### src/shared/ctw_pkg.sv
// Package for the test, transfer and wait instruction group.
// Assumes a single bus clock and an 8-bit memory port with one-cycle reads.
`default_nettype none
package ctw_pkg;
    localparam logic [7:0] OPC_TEST_DIR    = 8'h3D;
    localparam logic [7:0] OPC_TEST_ACC    = 8'h4D;
    localparam logic [7:0] OPC_TEST_XLO    = 8'h5D;
    localparam logic [7:0] OPC_TEST_IDXO   = 8'h6D;
    localparam logic [7:0] OPC_TEST_IDX    = 8'h7D;
    localparam logic [7:0] OPC_PREFIX      = 8'h9E;
    localparam logic [7:0] OPC_TEST_STKO   = 8'h6D;
    localparam logic [7:0] OPC_SP_TO_X     = 8'h95;
    localparam logic [7:0] OPC_X_TO_SP     = 8'h94;
    localparam logic [7:0] OPC_X_TO_ACC    = 8'h9F;
    localparam logic [7:0] OPC_WAIT        = 8'h8F;
    localparam int         CYC_TEST_REG    = 1;
    localparam int         CYC_TEST_DIR    = 3;
    localparam int         CYC_TEST_IDXO   = 3;
    localparam int         CYC_TEST_IDX    = 2;
    localparam int         CYC_TEST_STKO   = 4;
    localparam int         CYC_XFER        = 2;
    localparam int         CYC_COPY        = 1;
    localparam int         CYC_WAIT        = 1;
    // Flag bit positions: V, H, I, N, Z, C
    localparam int         FLG_V           = 5;
    localparam int         FLG_H           = 4;
    localparam int         FLG_I           = 3;
    localparam int         FLG_N           = 2;
    localparam int         FLG_Z           = 1;
    localparam int         FLG_C           = 0;
    localparam logic [5:0] FLAGS_RST       = 6'h08;
    localparam logic [15:0] SP_RST         = 16'h00_FF;

    typedef struct packed {
        logic [7:0]  acc;
        logic [15:0] hx;
        logic [15:0] sp;
        logic [5:0]  flags;
    } ctw_regs_s;

    typedef struct packed {
        logic        rd;
        logic [15:0] addr;
    } ctw_mem_req_s;
endpackage
`default_nettype wire

### src/rtl/ctw_flag_calc.sv
// Flag update for the test operation: zero is subtracted from an operand.
// Purely combinational; the caller decides when to apply the result.
`timescale 1ns/100ps
`default_nettype none
module ctw_flag_calc (
    input  wire logic [7:0] operand,
    input  wire logic [5:0] flags_in,
    output logic      [5:0] flags_out
);
    import ctw_pkg::*;
    always_comb begin
        flags_out        = flags_in;
        flags_out[FLG_N] = operand[7];
        flags_out[FLG_Z] = (operand == 8'h00);
        flags_out[FLG_V] = 1'b0;
    end
endmodule
`default_nettype wire

### src/rtl/ctw_core.sv
// Execution core for the test, register transfer and wait instructions.
// Assumes memory returns read data in the same cycle the address is issued
// and that an opcode is offered only while ready is high.
// Overview of operation
// - Test sets N,Z, clears V; inherent one cycle
// - Direct test: low-page address, three cycles
// - Indexed offset test adds byte, three cycles
// - Plain indexed test uses index, two cycles
// - Stack offset test: prefixed, four cycles
// - Wait holds core in halt state until interrupt
// - Wait clears mask, one cycle, others kept
`timescale 1ns/100ps
`default_nettype none
module ctw_core (
    input  wire logic                  ref_clk,
    input  wire logic                  rstn,
    input  wire logic                  op_valid,
    input  wire logic [7:0]            op_code,
    input  wire logic                  op_prefixed,
    input  wire logic [7:0]            op_arg,
    input  wire logic [7:0]            mem_rdata,
    input  wire logic                  irq_pending,
    output logic                       op_ready,
    output ctw_pkg::ctw_mem_req_s      mem_req,
    output ctw_pkg::ctw_regs_s         regs,
    output logic                       core_halted,
    output logic                       irq_take
);
    import ctw_pkg::*;

    typedef enum {ST_IDLE, ST_BUSY, ST_READ, ST_WAIT} ctw_state_e;

    ctw_state_e  state_q;
    logic [2:0]  cnt_q;
    logic [7:0]  op_q;
    logic        pre_q;
    logic        rd_q;
    logic [15:0] addr_q;
    ctw_regs_s   regs_q;
    logic [5:0]  test_flags;
    logic [7:0]  test_src;
    logic        start;

    function automatic logic [2:0] cycles_of(input logic [7:0] op, input logic pre);
        logic [2:0] c;
        c = 3'(CYC_COPY);
        if (pre) begin
            // Other prefixed codes fall through as one-cycle no-ops
            if (op == OPC_TEST_STKO) begin
                c = 3'(CYC_TEST_STKO);
            end
        end else begin
            case (op)
                OPC_TEST_DIR:  c = 3'(CYC_TEST_DIR);
                OPC_TEST_IDXO: c = 3'(CYC_TEST_IDXO);
                OPC_TEST_IDX:  c = 3'(CYC_TEST_IDX);
                OPC_SP_TO_X,
                OPC_X_TO_SP:   c = 3'(CYC_XFER);
                OPC_WAIT:      c = 3'(CYC_WAIT);
                default:       c = 3'(CYC_TEST_REG);
            endcase
        end
        return c;
    endfunction

    assign start       = op_valid && op_ready;
    assign op_ready    = (state_q == ST_IDLE);
    assign core_halted = (state_q == ST_WAIT);
    assign regs        = regs_q;
    assign mem_req     = '{rd: rd_q, addr: addr_q};
    assign irq_take    = core_halted && irq_pending;

    always_comb begin
        test_src = mem_rdata;
        if (start && op_code == OPC_TEST_ACC && !op_prefixed) begin
            test_src = regs_q.acc;
        end else if (start && op_code == OPC_TEST_XLO && !op_prefixed) begin
            test_src = regs_q.hx[7:0];
        end
    end

    ctw_flag_calc ctw_flag_calc_i (
        .operand   (test_src),
        .flags_in  (regs_q.flags),
        .flags_out (test_flags)
    );

    // Sequencer; a memory operand is consumed on the final cycle
    always_ff @(posedge ref_clk or negedge rstn) begin
        if (!rstn) begin
            state_q <= ST_IDLE;
            cnt_q   <= 3'd0;
            op_q    <= 8'h00;
            pre_q   <= 1'b0;
        end else begin
            case (state_q)
                ST_IDLE: begin
                    if (start) begin
                        op_q  <= op_code;
                        pre_q <= op_prefixed;
                        cnt_q <= cycles_of(op_code, op_prefixed) - 3'd1;
                        if (op_code == OPC_WAIT && !op_prefixed) begin
                            state_q <= ST_WAIT;
                        end else if (cycles_of(op_code, op_prefixed) > 3'd1) begin
                            state_q <= ST_BUSY;
                        end
                    end
                end
                ST_BUSY: begin
                    cnt_q <= cnt_q - 3'd1;
                    if (cnt_q == 3'd1) begin
                        state_q <= ST_IDLE;
                    end
                end
                ST_WAIT: begin
                    if (irq_pending) begin
                        state_q <= ST_IDLE;
                    end
                end
                default: state_q <= ST_IDLE;
            endcase
        end
    end

    // Operand address issued on the last cycle, the one in which the operand is consumed
    always_ff @(posedge ref_clk or negedge rstn) begin
        if (!rstn) begin
            rd_q   <= 1'b0;
            addr_q <= 16'h0000;
        end else begin
            rd_q <= 1'b0;
            if (state_q == ST_BUSY && cnt_q == 3'd2 && !(op_q == OPC_TEST_IDX && !pre_q)) begin
                rd_q <= (op_q == OPC_TEST_DIR || op_q == OPC_TEST_IDXO) && !pre_q
                        || (pre_q && op_q == OPC_TEST_STKO);
            end
            if (start && !op_prefixed) begin
                case (op_code)
                    OPC_TEST_DIR: addr_q <= {8'h00, op_arg};
                    OPC_TEST_IDXO: addr_q <= regs_q.hx + {8'h00, op_arg};
                    OPC_TEST_IDX: begin
                        addr_q <= regs_q.hx;
                        rd_q   <= 1'b1;
                    end
                    default: addr_q <= addr_q;
                endcase
            end else if (start && op_code == OPC_TEST_STKO) begin
                addr_q <= regs_q.sp + {8'h00, op_arg};
            end
        end
    end

    // Architectural registers
    always_ff @(posedge ref_clk or negedge rstn) begin
        if (!rstn) begin
            regs_q <= '{acc: 8'h00, hx: 16'h0000, sp: SP_RST, flags: FLAGS_RST};
        end else if (start && !op_prefixed) begin
            case (op_code)
                OPC_TEST_ACC,
                OPC_TEST_XLO: regs_q.flags <= test_flags;
                OPC_WAIT:     regs_q.flags[FLG_I] <= 1'b0;
                OPC_SP_TO_X:  regs_q.hx <= regs_q.sp + 16'h0001;
                OPC_X_TO_SP:  regs_q.sp <= regs_q.hx - 16'h0001;
                OPC_X_TO_ACC: regs_q.acc <= regs_q.hx[7:0];
                default:      regs_q <= regs_q;
            endcase
        end else if (state_q == ST_BUSY && cnt_q == 3'd1 && (pre_q ? op_q == OPC_TEST_STKO
                     : (op_q == OPC_TEST_DIR || op_q == OPC_TEST_IDXO
                        || op_q == OPC_TEST_IDX))) begin
            regs_q.flags <= test_flags;
        end
    end

    property p_wait_flags;
        @(posedge ref_clk) disable iff (!rstn)
        start && op_code == OPC_WAIT && !op_prefixed |=> !regs_q.flags[FLG_I] && core_halted
            && regs_q.flags[5:4] == $past(regs_q.flags[5:4])
            && regs_q.flags[2:0] == $past(regs_q.flags[2:0]);
    endproperty
    a_wait_flags: assert property (p_wait_flags) else $error("wait flag effect wrong");

    property p_wait_hold;
        @(posedge ref_clk) disable iff (!rstn)
        core_halted && !irq_pending |=> core_halted && !op_ready;
    endproperty
    a_wait_hold: assert property (p_wait_hold) else $error("wait left early");

    property p_test_reg;
        @(posedge ref_clk) disable iff (!rstn)
        start && op_code == OPC_TEST_ACC && !op_prefixed |=> op_ready
            && regs_q.flags[FLG_Z] == ($past(regs_q.acc) == 8'h00) && !regs_q.flags[FLG_V]
            && regs_q.flags[FLG_C] == $past(regs_q.flags[FLG_C]);
    endproperty
    a_test_reg: assert property (p_test_reg) else $error("accumulator test wrong");

    property p_test_dir;
        @(posedge ref_clk) disable iff (!rstn)
        start && op_code == OPC_TEST_DIR && !op_prefixed |=> !op_ready [*2] ##1 op_ready;
    endproperty
    a_test_dir: assert property (p_test_dir) else $error("direct test length wrong");

    property p_test_idxo;
        @(posedge ref_clk) disable iff (!rstn)
        start && op_code == OPC_TEST_IDXO && !op_prefixed |=> !op_ready ##1 mem_req.rd
            && mem_req.addr == $past(regs_q.hx, 2) + {8'h00, $past(op_arg, 2)} ##1 op_ready;
    endproperty
    a_test_idxo: assert property (p_test_idxo) else $error("indexed offset test wrong");

    property p_test_idx;
        @(posedge ref_clk) disable iff (!rstn)
        start && op_code == OPC_TEST_IDX && !op_prefixed |=> mem_req.rd
            && mem_req.addr == $past(regs_q.hx) ##1 op_ready;
    endproperty
    a_test_idx: assert property (p_test_idx) else $error("plain indexed test wrong");

    property p_test_stko;
        @(posedge ref_clk) disable iff (!rstn)
        start && op_code == OPC_TEST_STKO && op_prefixed |=> !op_ready [*3] ##1 op_ready;
    endproperty
    a_test_stko: assert property (p_test_stko) else $error("stack test length wrong");

    property p_stk_to_idx;
        @(posedge ref_clk) disable iff (!rstn)
        start && op_code == OPC_SP_TO_X && !op_prefixed |=> regs_q.hx == $past(regs_q.sp) + 16'h0001
            && regs_q.flags == $past(regs_q.flags) ##1 op_ready;
    endproperty
    a_stk_to_idx: assert property (p_stk_to_idx) else $error("stack to index wrong");
endmodule
`default_nettype wire

### config.mk
export PLATFORM = sky130hd
export DESIGN_NAME = ctw_core
export DESIGN_NICKNAME = d
export VERILOG_FILES = /design/src/shared/ctw_pkg.sv /design/src/rtl/ctw_flag_calc.sv /design/src/rtl/ctw_core.sv
export SDC_FILE = /design/constraint.sdc
export NUM_CORES = 1
export LEC_CHECK = 0
export BUFFER_PORTS_ARGS = -buffer_cell sky130_fd_sc_hd__buf_2
export CAP_MARGIN = 25
export CORE_UTILIZATION = 51
export DETAILED_ROUTE_END_ITERATION = 10
export GPL_TIMING_DRIVEN = 0
export HOLD_SLACK_MARGIN = 0.15
export PLACE_DENSITY = 0.83
export SETUP_SLACK_MARGIN = 0.1
export SYNTH_ARGS = -nofsm -noshare
export SYNTH_HDL_FRONTEND = slang
export SYNTH_SLANG_ARGS = --single-unit
### constraint.sdc
create_clock -name ref_clk -period 2.1 [get_ports ref_clk]
set_input_delay 0 -clock ref_clk [delete_from_list [all_inputs] [get_ports ref_clk]]
set_output_delay 0 -clock ref_clk [all_outputs]
set_load 0.05 [all_outputs]
==> results.ini <==
[synthesis]
synth_most_common_cell = dfrtp_1
synth.area.top_cells = dfrtp_1, ha_1, dfstp_2, xnor2_1, nand2_1
ys.flop_type = dfrtp_1
yosysSeqAreaShare = 0.369
syn_area_per_cell_sq_um = 8.97
synth_top_area_share = 0.322
synth_top_area_cell = dfrtp_1
synth-seq-cells = 74
synth_common_cells = dfrtp_1, nand2_1, nor2_1
netlist_instances = 563
synth.distinct_cells = 72
yosys_warnings = 0
netlist_area_sq_um = 5050
async_reset_ff_frac = 1.00
synth-edff-count = 0

[finish]
drive_gt1_frac = 0.376
final_cell_area_sq_um = 6910
fin_cells = 855
final_util = 0.734
nets = 773
insertedDiodeCount = 0
fillers = 602
syn_to_final_growth_pct = 36.8

[die]
die_y_um = 101
die_area_sq_um = 10300
rows = 35
start_util = 0.536
die_w_um = 101
io_pins = 95
core-area_sq_um = 9420

[route]
vias_per_cell = 6.38
finalWirelength_mm = 17.7
drc = 0
drtIter0Drc = 481
antenna_left = 0
num_vias = 5452
drt_pass1_iterations = 6
wl_per_cell_um = 20.8

[worst_setup_path]
cp_slowest_cell = dfstp_4
rrSetupSlack_ns = -0.20
r2r_cells = 9
r2r-start = regs[6]
cp_max_fo = 3
path_cells = ha_4, inv_2, fa_2, nand2b_4, a21oi_4, o21a_1, nor2_1, xnor2_1, a221o_1
path_class = flop to flop
cpPeakStageDelay_ns = 0.63
reg2reg_to = addr_q[6]
cp_top_family = compound AO/OA/AOI/OAI gates
end_kind = flop
cp-start-kind = flop
cp.arrival_ns = 2.54
crit_required_ns = 2.34
crit_buf_inv = 1

[power_and_ir_drop]
power-per-cell-area_nw_per_um2 = 589
peakVddDrop_v = 0.000328
p_comb_frac = 0.306
p_int_mw = 2.63
p_leak_nw = 3.15
seqPwrFrac = 0.417
power_mw = 4.07
power_frac_clock = 0.277
p_sw_mw = 1.44
swShare = 0.353

[clocking]
cts_sinks = 74
clk_latency_ns = 0.35
cts_buffer_depth = 2
cts_buffers = 9
path_clk_slew_ns = 0.08
cts_tree = yes
clockRootBuffer = clkbuf_8
htreeDepth = 3

[global_routing]
antenna_found_initial = 0
grt_max_degree = 75
grt_pass1_wl_mm = 25.5
gr-total-overflow = 0
grt_pass1_vias = 5101
grtUsageTotal = 0.328

[min_path]
hold_path_end = rd_q
hold_depth = 4
min-delay-start = op_code[4]
hp-class = primary input to flop

[sta]
setup_viol = 11
clock_skew_ns = 0.00804
worst_pin_slew_ns = 0.989
tns_ns = -0.964
fin_crit_ns = 2.30
hold_viol = 0
holdWs_ns = 0.163
maxSlewViolCount = 0
setup_slack_ns = -0.200
fin_crit_sh = 1.10
slew-limit-headroom = 0.341
max_freq_mhz = 435
rsz0062_at_grt = true

[place]
dp_cells = 785
place_area_sq_um = 5820
io_buffers = 91
dp.final_hpwl_mm = 11.1
gp_congestion = 0.863
dp_worst_setup_slack_ns = -0.308

[status]
violations = setup timing
status = complete, but fails checks

[job]
drv_cap = 0

## worst max-delay path by stage
| stage | start | to | slack (ns) | cells after the start |
|---|---|---|---|---|
| floorplan | regs[22] | addr_q[12] | -0.22 | 9 |
| global placement | regs[22] | addr_q[12] | -0.24 | 9 |
| detailed placement | regs[22] | addr_q[12] | -0.31 | 9 |
| CTS | regs[22] | addr_q[12] | -0.09 | 9 |
| global route | regs[6] | addr_q[6] | -0.21 | 9 |
| finish | regs[6] | addr_q[6] | -0.20 | 9 |
## sequential cells by signal, summed over array words and instances, names as in the netlist
name / flops
pre_q: 1
rd_q: 1
regs: 43
op_q: 8
state_q: 2
addr_q: 16
cnt_q: 3
## cells in the final DEF (no fill, tap or decap), drive strengths merged, types with 6 or more instances in the layout
| master | count |
|---|---|
| buf | 142 |
| dfrtp | 65 |
| nand2 | 58 |
| nor2 | 50 |
| o21ai | 38 |
| a21oi | 34 |
| clkbuf | 31 |
| xnor2 | 27 |
| ha | 21 |
| nor3 | 21 |
| mux2 | 19 |
| dlygate4sd3 | 18 |
| nand3 | 18 |
| xor2 | 16 |
| inv | 10 |
| and3 | 9 |
| o21a | 9 |
| dfstp | 9 |
| nand2b | 9 |
| a21o | 8 |
| nor2b | 7 |
| and2 | 7 |
| a211oi | 7 |
| nand4 | 6 |
| mux2i | 6 |
| a31oi | 6 |
## layer usage
layer,share of wire,global-route usage,up-vias
met4,0.051,0.167,0
li1,-,-,2345
met2,0.48,0.565,392
met3,0.088,0.0511,106
met5,0,0,-
met1,0.38,0.398,2609
## logic make-up after synthesis
kind of cell / Yosys count / synth area share
flip-flops: 74 / 0.369
buffers and inverters: 44 / 0.0397
AND/OR/NAND/NOR: 207 / 0.207
XOR/XNOR: 43 / 0.0746
multiplexers: 25 / 0.0543
adder cells (fa/ha/maj): 23 / 0.0600
AO/OA/AOI/OAI: 146 / 0.194
other: 1 / 0.000743
## worst min-delay path, stage by stage
cell and delay [ns]:
buf_2 0.11, buf_2 0.20, nand2_4 0.10, o22ai_1 0.06
## area by class of cell
type                    instances  area (sq um)  area share
repair buffers                145           927       0.134
inverters                      11          41.3     0.00598
clock buffers                  13           149      0.0216
plain buffers                  33           201      0.0292
flip-flops and latches         74          1900       0.275
clock inverters                 3          40.0     0.00580
well taps                     129           161      0.0234
multi-input cells             447          3490       0.505
## power groups by stage
stage / Sequential, mW / Combinational, mW / Clock [mW]
global placement: 1.71 / 0.989 / 0
detailed placement: 1.73 / 1.02 / 0
CTS: 1.69 / 1.13 / 1.11
finish: 1.70 / 1.24 / 1.13
global route: 1.71 / 1.32 / 1.18
floorplan: 1.87 / 0.585 / 0
## timing repair
action / CTS / global route
hold endpoints to repair: 83 / 0
setup endpoints to repair: 42 / 62
hold buffers: 18 / 0
setup buffers: 22 / 16
gates resized for setup: 40 / 69
pin swaps: 31 / 40
Power figures use the tool's default switching activity.
